**config.mk**
```make
export PLATFORM = sky130hd
export DESIGN_NAME = mic_irq_ctrl
export DESIGN_NICKNAME = d
export VERILOG_FILES = /design/src/rtl/mic_pkg.sv /design/src/rtl/mic_irq_ctrl.sv
export SDC_FILE = /design/constraint.sdc
export NUM_CORES = 1
export LEC_CHECK = 0
export ABC_AREA = 1
export BUFFER_PORTS_ARGS = -buffer_cell sky130_fd_sc_hd__clkbuf_2
export CAP_MARGIN = 20
export CORE_ASPECT_RATIO = 0.75
export CORE_MARGIN = 4
export CORE_UTILIZATION = 58
export DETAILED_ROUTE_END_ITERATION = 10
export PLACE_DENSITY = 0.85
export SLEW_MARGIN = 20
export SYNTH_ARGS = -nofsm -noshare
export SYNTH_HDL_FRONTEND = slang
export SYNTH_SLANG_ARGS = --single-unit
```
**constraint.sdc**
```tcl
create_clock -name clk -period 4.8 [get_ports clk]
set_clock_uncertainty 0.2 [all_clocks]
set_input_delay 0.48 -clock clk [delete_from_list [all_inputs] [get_ports clk]]
set_output_delay 0.48 -clock clk [all_outputs]
set_load 0.01 [all_outputs]
```
**src/rtl/mic_pkg.sv**
```systemverilog
// Contract
// - Source event sets its pending flag even while its enable is low.
// - Pending flag leads to a vector jump only with its enable high.
// - Global enable low suppresses every interrupt jump.
// - Taking an interrupt pushes the next-instruction address onto the stack.
// - Program counter then loads the winning source's vector address.
// - Return from interrupt pops the saved address to resume execution; the code drops a return that meets a take or a busy state.
// - Servicing an interrupt clears the global enable, preventing nesting.
// - Requests arriving while blocked still set and keep their flags.
// - No interrupt is acknowledged while the return stack is full.
// - Simultaneous enabled requests are resolved by fixed priority.
// - Some sources have own vectors, others share a multi-function vector.
// - A pending flag that newly sets wakes the device from sleep or idle.
// - Control byte layouts: low holds timer/touch/pin plus global; high others.
// - Servicing a source clears that source's pending flag too.
// - Pin trigger field selects disabled, rising, falling or both edges.
package mic_pkg;

    localparam int          PC_W        = 13;
    localparam int          NSRC        = 7;

    // Register offsets on the plain port
    localparam logic [3:0]  OFF_CTRL_LO = 4'h0;
    localparam logic [3:0]  OFF_CTRL_HI = 4'h1;
    localparam logic [3:0]  OFF_EDGE    = 4'h2;
    localparam logic [3:0]  OFF_STATUS  = 4'h3;
    localparam logic [3:0]  OFF_MASK    = 4'h4;

    // Low control byte field positions
    localparam int          B_GIE       = 0;
    localparam int          B_PIN_EN    = 1;
    localparam int          B_TOUCH_EN  = 2;
    localparam int          B_TIMER_EN  = 3;
    localparam int          B_PIN_F     = 4;
    localparam int          B_TOUCH_F   = 5;
    localparam int          B_TIMER_F   = 6;
    // High control byte field positions
    localparam int          B_SER_EN    = 0;
    localparam int          B_TB_EN     = 1;
    localparam int          B_EE_EN     = 2;
    localparam int          B_ADC_EN    = 3;
    localparam int          B_SER_F     = 4;
    localparam int          B_TB_F      = 5;
    localparam int          B_EE_F      = 6;
    localparam int          B_ADC_F     = 7;

    localparam logic [7:0]  RST_CTRL_LO = 8'h00;
    localparam logic [7:0]  RST_CTRL_HI = 8'h00;
    localparam logic [1:0]  RST_EDGE    = 2'h0;

    // Pin edge select encodings
    localparam logic [1:0]  EDGE_OFF    = 2'h0;
    localparam logic [1:0]  EDGE_RISE   = 2'h1;
    localparam logic [1:0]  EDGE_FALL   = 2'h2;
    localparam logic [1:0]  EDGE_BOTH   = 2'h3;

    // Source index, in priority order: 0 = pin .. 6 = converter
    localparam int          S_PIN       = 0;
    localparam int          S_TOUCH     = 1;
    localparam int          S_TIMER     = 2;
    localparam int          S_SER       = 3;
    localparam int          S_TB        = 4;
    localparam int          S_EE        = 5;
    localparam int          S_ADC       = 6;

    // Vector addresses, ascending with priority order
    localparam logic [12:0] VEC_PIN     = 13'h0004;
    localparam logic [12:0] VEC_TOUCH   = 13'h0008;
    localparam logic [12:0] VEC_TIMER   = 13'h000c;
    localparam logic [12:0] VEC_MULTI   = 13'h0010;

    // Sequencer states
    typedef enum logic [1:0] {
        MIC_IDLE = 2'b00,
        MIC_PUSH = 2'b01,
        MIC_LOAD = 2'b10
    } mic_state_t;

endpackage : mic_pkg

```
**src/rtl/mic_irq_ctrl.sv**
```systemverilog
`timescale 1ns/1ps
module mic_irq_ctrl #(
    parameter int NSRC = mic_pkg::NSRC
) (
    input  wire logic                    clk,
    input  wire logic                    sys_rst,
    input  wire logic [3:0]              reg_addr,
    input  wire logic [7:0]              reg_wdata,
    input  wire logic                    reg_wr,
    input  wire logic                    reg_rd,
    output logic      [7:0]              reg_rdata,
    input  wire logic                    pin_in,
    input  wire logic                    touch_event,
    input  wire logic                    timer_event,
    input  wire logic                    serial_event,
    input  wire logic                    timebase_event,
    input  wire logic                    eeprom_event,
    input  wire logic                    converter_event,
    input  wire logic [mic_pkg::PC_W-1:0] cpu_pc,
    input  wire logic                    cpu_irq_ready,
    input  wire logic                    stack_full,
    input  wire logic                    return_from_irq,
    input  wire logic                    low_power,
    output logic                         stack_push,
    output logic      [mic_pkg::PC_W-1:0] push_data,
    output logic                         pc_load,
    output logic      [mic_pkg::PC_W-1:0] pc_vector,
    output logic                         stack_pop,
    output logic                         wake_up,
    output logic                         irq
);

    // ------------------------------------------------------------
    // State
    // ------------------------------------------------------------
    typedef struct packed {
        mic_pkg::mic_state_t       st;
        logic [NSRC-1:0]           flag;
        logic [NSRC-1:0]           en;
        logic                      gie;
        logic [1:0]                edge_sel;
        logic [NSRC-1:0]           sticky;
        logic [NSRC-1:0]           mask;
        logic [2:0]                win;
        logic [1:0]                pin_sync;
        logic                      pin_last;
        logic [7:0]                rdata;
        logic                      push;
        logic [mic_pkg::PC_W-1:0]  pdata;
        logic                      load;
        logic [mic_pkg::PC_W-1:0]  vec;
        logic                      pop;
        logic                      wake;
        logic                      irq;
    } mic_reg_t;

    // Whole state in one word: registered copy and its next value
    mic_reg_t r_q;
    mic_reg_t r_d;

    // Vector for a source; pin, touch, timer own one, rest share one
    function automatic logic [mic_pkg::PC_W-1:0] mic_vec(
        input logic [2:0] s
    );
        case (s)
            3'h0:    mic_vec = mic_pkg::VEC_PIN;
            3'h1:    mic_vec = mic_pkg::VEC_TOUCH;
            3'h2:    mic_vec = mic_pkg::VEC_TIMER;
            default: mic_vec = mic_pkg::VEC_MULTI;
        endcase
    endfunction : mic_vec

    // Lowest index request wins, which is the lowest vector
    function automatic logic [2:0] mic_pick(input logic [NSRC-1:0] v);
        logic [2:0] p;
        p = 3'h0;
        for (int i = NSRC - 1; i >= 0; i--)
            if (v[i])
                p = 3'(i);
        mic_pick = p;
    endfunction : mic_pick

    // Helper terms of the next-state logic
    logic [NSRC-1:0] ev;
    logic [NSRC-1:0] req;
    logic            pin_edge;
    logic [7:0]      lo_v;
    logic [7:0]      hi_v;

    // ------------------------------------------------------------
    // Next state
    // ------------------------------------------------------------
    always_comb
    begin
        r_d          = r_q;
        r_d.push     = 1'b0;
        r_d.load     = 1'b0;
        r_d.pop      = 1'b0;
        r_d.rdata    = 8'h00;
        r_d.pin_sync = {r_q.pin_sync[0], pin_in};
        r_d.pin_last = r_q.pin_sync[1];

        // Pin edge detect on the synchronised level
        case (r_q.edge_sel)
            mic_pkg::EDGE_RISE: pin_edge = r_q.pin_sync[1] & ~r_q.pin_last;
            mic_pkg::EDGE_FALL: pin_edge = ~r_q.pin_sync[1] & r_q.pin_last;
            mic_pkg::EDGE_BOTH: pin_edge = r_q.pin_sync[1] ^ r_q.pin_last;
            default:            pin_edge = 1'b0;
        endcase

        ev = {converter_event, eeprom_event, timebase_event, serial_event,
              timer_event, touch_event, pin_edge};

        lo_v = {1'b0, r_q.flag[mic_pkg::S_TIMER], r_q.flag[mic_pkg::S_TOUCH],
                r_q.flag[mic_pkg::S_PIN], r_q.en[mic_pkg::S_TIMER],
                r_q.en[mic_pkg::S_TOUCH], r_q.en[mic_pkg::S_PIN],
                r_q.gie};
        hi_v = {r_q.flag[mic_pkg::S_ADC], r_q.flag[mic_pkg::S_EE],
                r_q.flag[mic_pkg::S_TB], r_q.flag[mic_pkg::S_SER],
                r_q.en[mic_pkg::S_ADC], r_q.en[mic_pkg::S_EE],
                r_q.en[mic_pkg::S_TB], r_q.en[mic_pkg::S_SER]};

        // Register writes
        if (reg_wr)
        begin
            case (reg_addr)
                mic_pkg::OFF_CTRL_LO:
                begin
                    r_d.gie = reg_wdata[mic_pkg::B_GIE];
                    r_d.en[mic_pkg::S_PIN]    = reg_wdata[mic_pkg::B_PIN_EN];
                    r_d.en[mic_pkg::S_TOUCH]  = reg_wdata[mic_pkg::B_TOUCH_EN];
                    r_d.en[mic_pkg::S_TIMER]  = reg_wdata[mic_pkg::B_TIMER_EN];
                    r_d.flag[mic_pkg::S_PIN]  = reg_wdata[mic_pkg::B_PIN_F];
                    r_d.flag[mic_pkg::S_TOUCH]= reg_wdata[mic_pkg::B_TOUCH_F];
                    r_d.flag[mic_pkg::S_TIMER]= reg_wdata[mic_pkg::B_TIMER_F];
                end
                mic_pkg::OFF_CTRL_HI:
                begin
                    r_d.en[mic_pkg::S_SER]   = reg_wdata[mic_pkg::B_SER_EN];
                    r_d.en[mic_pkg::S_TB]    = reg_wdata[mic_pkg::B_TB_EN];
                    r_d.en[mic_pkg::S_EE]    = reg_wdata[mic_pkg::B_EE_EN];
                    r_d.en[mic_pkg::S_ADC]   = reg_wdata[mic_pkg::B_ADC_EN];
                    r_d.flag[mic_pkg::S_SER] = reg_wdata[mic_pkg::B_SER_F];
                    r_d.flag[mic_pkg::S_TB]  = reg_wdata[mic_pkg::B_TB_F];
                    r_d.flag[mic_pkg::S_EE]  = reg_wdata[mic_pkg::B_EE_F];
                    r_d.flag[mic_pkg::S_ADC] = reg_wdata[mic_pkg::B_ADC_F];
                end
                mic_pkg::OFF_EDGE: r_d.edge_sel = reg_wdata[1:0];
                mic_pkg::OFF_MASK: r_d.mask = reg_wdata[NSRC-1:0];
                default: ;
            endcase
        end

        // Register reads; status clears on read
        if (reg_rd)
        begin
            case (reg_addr)
                mic_pkg::OFF_CTRL_LO: r_d.rdata = lo_v;
                mic_pkg::OFF_CTRL_HI: r_d.rdata = hi_v;
                mic_pkg::OFF_EDGE:    r_d.rdata = {6'h00, r_q.edge_sel};
                mic_pkg::OFF_STATUS:
                begin
                    r_d.rdata  = {1'b0, r_q.sticky};
                    r_d.sticky = '0;
                end
                mic_pkg::OFF_MASK:    r_d.rdata = {1'b0, r_q.mask};
                default:              r_d.rdata = 8'h00;
            endcase
        end

        // Requests gated by enables; global enable and stack room gate the take below
        req = r_q.flag & r_q.en;

        // Acknowledge sequencer; the busy states block a new take so
        // the push and the vector load of one service never overlap
        case (r_q.st)
            mic_pkg::MIC_IDLE:
            begin
                if (r_q.gie && |req && !stack_full && cpu_irq_ready)
                begin
                    r_d.win   = mic_pick(req);
                    r_d.push  = 1'b1;
                    r_d.pdata = cpu_pc;
                    r_d.gie   = 1'b0;
                    r_d.flag[mic_pick(req)] = 1'b0;
                    r_d.st    = mic_pkg::MIC_PUSH;
                end
                else if (return_from_irq)
                    r_d.pop = 1'b1;
            end
            mic_pkg::MIC_PUSH:
            begin
                r_d.load = 1'b1;
                r_d.vec  = mic_vec(r_q.win);
                r_d.st   = mic_pkg::MIC_LOAD;
            end
            mic_pkg::MIC_LOAD: r_d.st = mic_pkg::MIC_IDLE;
            default:           r_d.st = mic_pkg::MIC_IDLE;
        endcase

        // Hardware set wins over any clear this cycle
        r_d.flag   = r_d.flag | ev;
        r_d.sticky = r_d.sticky | ev;
        // Only a flag that newly sets wakes the core, so a flag set
        // beforehand keeps its source quiet; held until low power ends
        // as a level, so a slowly waking core cannot miss it
        r_d.wake   = low_power & (r_q.wake | |(ev & ~r_q.flag));
        r_d.irq    = |(r_d.sticky & r_d.mask);
    end

    // ------------------------------------------------------------
    // Registers
    // ------------------------------------------------------------
    // Reset gives the idle state and clears every flag and output
    always_ff @(posedge clk or posedge sys_rst)
    begin
        if (sys_rst)
        begin
            r_q          <= '0;
            r_q.st       <= mic_pkg::MIC_IDLE;
            r_q.edge_sel <= mic_pkg::RST_EDGE;
        end
        else
            r_q <= r_d;
    end

    // Every output comes straight from the state register
    assign reg_rdata = r_q.rdata;
    assign stack_push = r_q.push;
    assign push_data = r_q.pdata;
    assign pc_load   = r_q.load;
    assign pc_vector = r_q.vec;
    assign stack_pop = r_q.pop;
    assign wake_up   = r_q.wake;
    assign irq       = r_q.irq;

    // ------------------------------------------------------------
    // Checks
    // ------------------------------------------------------------
    // A push is always followed by the vector load
    a_push_then_load: assert property (
        @(posedge clk) disable iff (sys_rst)
        stack_push |=> pc_load)
        else $error("load missing after push");

    // Global enable low means no push on the next edge
    a_gie_blocks: assert property (
        @(posedge clk) disable iff (sys_rst)
        !r_q.gie |=> !stack_push)
        else $error("push with gie low");

    // A full stack refuses every acknowledge
    a_full_blocks: assert property (
        @(posedge clk) disable iff (sys_rst)
        stack_full |=> !stack_push)
        else $error("push with stack full");

    // Servicing drops the global enable
    a_gie_cleared: assert property (
        @(posedge clk) disable iff (sys_rst)
        stack_push |-> !r_q.gie)
        else $error("gie kept on service");

    // A timer event sets its flag whatever the enables hold
    a_event_sets: assert property (
        @(posedge clk) disable iff (sys_rst)
        timer_event |=> r_q.flag[mic_pkg::S_TIMER])
        else $error("flag lost");

    // No enabled source means no jump
    a_no_enable: assert property (
        @(posedge clk) disable iff (sys_rst)
        (r_q.en == '0) |=> !stack_push)
        else $error("jump without enable");

    // The pushed word is the address the core showed at the take
    a_push_pc: assert property (
        @(posedge clk) disable iff (sys_rst)
        stack_push |-> push_data == $past(cpu_pc))
        else $error("bad push");

    // A newly set flag in low power raises the wake output
    a_wake_flag: assert property (
        @(posedge clk) disable iff (sys_rst)
        (low_power && |(ev & ~r_q.flag)) |=> wake_up)
        else $error("no wake");

    // Wake is only ever shown in low power
    a_wake_low: assert property (
        @(posedge clk) disable iff (sys_rst)
        !low_power |=> !wake_up)
        else $error("wake outside low power");

    // A pop answers a return request only
    a_pop_return: assert property (
        @(posedge clk) disable iff (sys_rst)
        stack_pop |-> $past(return_from_irq))
        else $error("pop without return");

    // No pending enabled source below the winner
    a_lowest_wins: assert property (
        @(posedge clk) disable iff (sys_rst)
        stack_push |-> ($past(req) & ~({NSRC{1'b1}} << r_q.win)) == '0)
        else $error("lower source skipped");

    // The vector load is a single pulse
    a_load_once: assert property (
        @(posedge clk) disable iff (sys_rst)
        pc_load |=> !pc_load)
        else $error("load longer than one cycle");

    // Back-to-back pushes would nest without software consent
    a_push_once: assert property (
        @(posedge clk) disable iff (sys_rst)
        stack_push |=> !stack_push)
        else $error("push repeated");

    // No new take while the vector load is in flight
    a_take_gap: assert property (
        @(posedge clk) disable iff (sys_rst)
        pc_load |=> !stack_push)
        else $error("take during load");

    // A taken timer source loses its flag unless it fires again
    a_auto_clear: assert property (
        @(posedge clk) disable iff (sys_rst)
        (stack_push && r_q.win == 3'(mic_pkg::S_TIMER) && !$past(timer_event))
        |-> !r_q.flag[mic_pkg::S_TIMER])
        else $error("flag kept on service");

    // The top bit of the low control byte reads as zero
    a_bit7_zero: assert property (
        @(posedge clk) disable iff (sys_rst)
        (reg_rd && reg_addr == mic_pkg::OFF_CTRL_LO) |=> !reg_rdata[7])
        else $error("unused bit read high");

    // A selected pin edge sets the pin flag
    a_pin_sets: assert property (
        @(posedge clk) disable iff (sys_rst)
        pin_edge |=> r_q.flag[mic_pkg::S_PIN])
        else $error("pin flag lost");

endmodule : mic_irq_ctrl

```
After elaboration in Yosys (flattened, before gate mapping) --
Index checks and enable logic that the tools add are counted. Widths: inputs -> output; s select.
Cells by class: order comparisons 2, eq/ne operators 11, mux-type cells 36, bitwise operators 15, reduce and logical (&&, ||, !) cells 15
Operators with widths (count):
- $mux 14 | 3
- $pmux 8 s5 | 1
- $mux 7 | 5
- $mux 3 | 10
- $and 7x7->7 | 4
- $reduce_or 7->1 | 3
- $mux 17 | 1
- $pmux 5 s3 | 1
- $not 7->7 | 2
- $or 7x7->7 | 2
- $mux 4 | 3
- $mux 9 | 1
- $eq 4x2->1 const B | 2
- $mux 8 | 1
- $reduce_and 2->1 | 4
- $mux 1 | 6
- $eq 2x1->1 const B | 2
- $eq 2x2->1 const B | 2
- $eq 4x1->1 const B | 1
- $eq 4x3->1 const B | 1
- $logic_and 1x1->1 | 4
- $logic_not 4->1 | 1
- $lt 3x4->1 const B | 1
- $pmux 2 s2 | 1
- other kinds (14) | 17
Word-level totals: register bits 78, input bits 40, output and inout bits 39, logic and storage cells 98

Longest topological paths before layout --
depth in word-level cells 19, depth in mapped cells 10, depth with buffers taken out 10

Worst setup path before layout --
Ideal clock, no wire load.
kind in2reg, from input reg_addr[3], to register r_q (netlist bit irq), library setup time 0.119 ns, data arrival time 1.252 ns, data required time 4.481 ns, path slack 3.229 ns, stages 6, buffers on the path 0, path through nor2_2 nand4_1 a21oi_1 nor2_1 nor2_1 nand2_1
RTL lines:
- start: declaration | line mic_irq_ctrl.sv:7 | input wire logic [3:0] reg_addr,
- end signal: assignment | line mic_irq_ctrl.sv:224 | r_q <= r_d;
- end: declaration | line mic_irq_ctrl.sv:58 | mic_reg_t r_q;

Worst setup path after layout --
from register r_q (netlist bit hi_v[6]), to register r_q (netlist bit push_data[0])
Between the ends: cells in the longest elaborated chain, start to end 6
RTL lines:
- $and 7x7->7 | line mic_irq_ctrl.sv:172 | req = r_q.flag & r_q.en;
- $reduce_or 7->1 | line mic_irq_ctrl.sv:179 | if (r_q.gie && |req && !stack_full && cpu_irq_ready)
- $logic_and 1x1->1 (3 in a row) | line mic_irq_ctrl.sv:179
- $reduce_and 2->1 (no source line)
No other way between the ends. A chain may end at the register's enable or synchronous reset.

==> run summary <==
share of layout cells above drive strength 1: 22.53%
CP Launch Type: flip-flop
# setup viols final: 0
die height: 73.91 um
Starting Density: 61.44%
total CTS buffers: 9
post-synthesis sequential area ratio: 50.65%
maximum fanout along the worst path: 22
DRT antenna net count: 0
Syn Inst Count: 414
final WL: 7214 um
Skew-Pair Late Insertion Delay: 0.34 ns
CTS-repair resized insts: 0
path depth of the worst reg2reg path: 9
crit path kind: flip-flop to flip-flop
fmax: 452.7 MHz
Max Transition Viols Final: 0
antenna violations before repair: 0
max-cap viol count: 0
synthesized area: 3359 um2
unrepaired setup endpoints after global routing: no
NumNets Final: 505
setup ws final: 2.591 ns
Switch Pwr: 0.5213 mW
vias per cell: 4.998
Worst Path Required: 4.82 ns
Detailed Route Iter0 Violations: 179
Post-CTS Setup Inserts: 0
Crit-path slowest cell: dfrtp_1
Max stage delay on crit path: 0.44 ns
synthesized flop and latch total: 68
Final Wtd Congestion: 0.8739
final instance area: 3709 um2
Seq pwr share: 48.7%
fin crit share: 46.02%
Hold EP: r_d[41]$_DFF_PP0_
Int Pwr: 1.067 mW
detailed-route DRC error count: 0
r2r setup slk: 2.59 ns
Clock Sink Count: 68
crit-path most repeated cell: nand2_1
unique cell type count in the Yosys netlist: 28
# rows: 23
RR Endpoint: push_data[0]$_DFFE_PP0P_
Placed Area: 3523 um2
sw frac: 32.81%
combinational share of power: 24.8%
H-tree Lvls: 3
syn_area_per_cell: 8.115 um2
HPWL Detailed: 5411 um
Worst-path clk slew: 0.07 ns
static leakage: 2.128 nW
Synth-to-Final Area Change: 10.39%
GRT overflow: 0
fin crit period: 2.209 ns
vias in the first global route: 2504
diode count: 0
largest net degree at the start of global routing: 43
status: completed
iteration count of the initial detailed-routing pass: 4
via count: 2704
Longest Clk Path Bufs: 2
Root Buffer Master: clkbuf_8
Worst R2R Start: hi_v[6]$_DFF_PP0_
worst-margin pin slew: 0.5746 ns
CP cell instances: nand2_1 -> nand2_1 -> nor2_1 -> nand2_1 -> nand2_2 -> nor2_4 -> inv_1 -> nand2_1 -> nand2_1
crit path capture type: flip-flop
PwrDens: 428.4 nW/um2
hold_sp: pin_in
Setup TNS Final: 0 ns
clock share of power: 26.5%
GRT Resource Usage Total: 22.32%
Port Buffers: 68
CTS tree: yes
DIE AREA: 7086 um2
Min-Delay Path Class: input port to flip-flop
CP arrival: 2.23 ns
global-route wire length before repair: 11760 um
Core ar.: 5468 um2
synthesis warning total: 0
most common cell after layout, fill and taps aside: nand2_1
I/O Pins: 79
Slew headroom: 61.64%
Die W: 95.88 um
Min-Delay Path Depth: 1
worst vdd ir: 0.2272 mV
most frequent cells in the layout: nand2_1 (147), dfrtp_1 (68), clkbuf_2 (68)
final hold violations: 0
Placement Setup Slack: 2.618 ns
Avg WL per Cell: 13.33 um
[routing by layer]
metal / global-route usage (%) / vias to the layer above / part of all wire (%)
li1: - / 1333 / -
met1: 32.53 / 1259 / 45
met2: 32.43 / 104 / 44
met3: 7.472 / 8 / 9.7
met4: 5.521 / 0 / 0.78
met5: 0 / - / 0
[final cells by class]
type / instances / area, um2
flip-flops and latches: 68 / 1702
inverters: 47 / 176.4
multi-input cells: 267 / 1204
repair buffers: 70 / 357.8
clock buffers: 12 / 165.2
clock inverters: 2 / 10.01
fillers: 459 / 1759
well taps: 75 / 93.84
[through the flow]
step	hold slack, ns	util [%]	std cells	power [mW]
6_report	0.04101	67.83	541	1.589
5_1_grt	0.03387	67.83	541	1.694
4_1_cts	0.03862	67.83	541	1.596
3_5_place_dp	0.1538	64.44	526	1.174
3_3_place_gp	0.1514	64.44	526	1.155
2_1_floorplan	0.1312	-	423	1.116
[flip-flops by register name, summed over array words and instances (netlist names)]
name        count
pc_vector       3
lo_v            7
irq             1
wake_up         1
r_d             2
push_data      13
stack_pop       1
stack_push      1
r_q            22
reg_rdata       8
hi_v            8
pc_load         1
[synthesized netlist by cell type]
cell type / number / area share [%]
ha_1: 2 / 0.74
a21oi_1: 17 / 2.5
inv_1: 44 / 4.9
o21a_1: 2 / 0.45
buf_4: 35 / 7.8
nand2_2: 4 / 0.74
a21boi_0: 1 / 0.22
nand3_1: 12 / 1.8
and3b_1: 1 / 0.26
or2_2: 1 / 0.19
o21ai_0: 26 / 3.9
o21ai_1: 8 / 1.2
o211ai_1: 1 / 0.22
a21oi_2: 1 / 0.26
conb_1: 1 / 0.11
inv_2: 3 / 0.34
o21ai_2: 6 / 1.6
nor2_1: 18 / 2.0
nand4_1: 2 / 0.37
buf_6: 3 / 1.0
nor2_2: 3 / 0.56
dfrtp_1: 68 / 51
nand2_1: 147 / 16
nor3_1: 1 / 0.15
buf_2: 3 / 0.45
nor4_1: 1 / 0.19
nand3_2: 1 / 0.30
nor2_4: 2 / 0.67
[how the worst max path moves through the flow]
| stage | start | to | slack, ns | cells past startpoint |
|---|---|---|---|---|
| after global placement | stack_full | r_q[43]$_DFFE_PP0P_ | 2.65 | 7 |
| after detailed placement | stack_full | r_q[44]$_DFFE_PP0P_ | 2.62 | 7 |
| after floorplan | sys_rst | hi_v[0]$_DFFE_PP0P_ | 2.41 | 1 |
| after global routing | hi_v[6]$_DFF_PP0_ | r_q[42]$_DFFE_PP0P_ | 2.33 | 9 |
| after CTS | hi_v[6]$_DFF_PP0_ | push_data[0]$_DFFE_PP0P_ | 2.61 | 9 |
| final | hi_v[6]$_DFF_PP0_ | push_data[0]$_DFFE_PP0P_ | 2.59 | 9 |
[repair_timing]
action / CTS / global route
hold buffers: 1 / 0
hold endpoints to repair: 18 / 0
setup endpoints to repair: 0 / 0
[critical path, delay by kind of cell (launching register included)]
kind | cells | cell delay [ns]
buf+inv | 1 | 0.39
flops | 1 | 0.44
simple gates | 8 | 1.05
[cells by family (layout without fill, tap and decap cells)]
kind of cell             after synthesis  count (layout)  share of synthesized area, %
AO/OA/AOI/OAI                         62              62                         10.32
adder cells (fa/ha/maj)                2               2                        0.7448
buffers and inverters                 88             131                         14.52
flip-flops                            68              68                         50.65
other                                  1              10                        0.1116
AND/OR/NAND/NOR                      193             193                         23.65
[power groups by stage]
stage	clock (mW)	sequential (mW)	combinational, mW
after floorplan	0	0.761	0.355
after global placement	0	0.779	0.375
after detailed placement	0	0.781	0.393
after CTS	0.426	0.773	0.397
after global routing	0.456	0.789	0.449
final	0.420	0.774	0.394
Note: power is estimated with default switching activity, not from simulation.
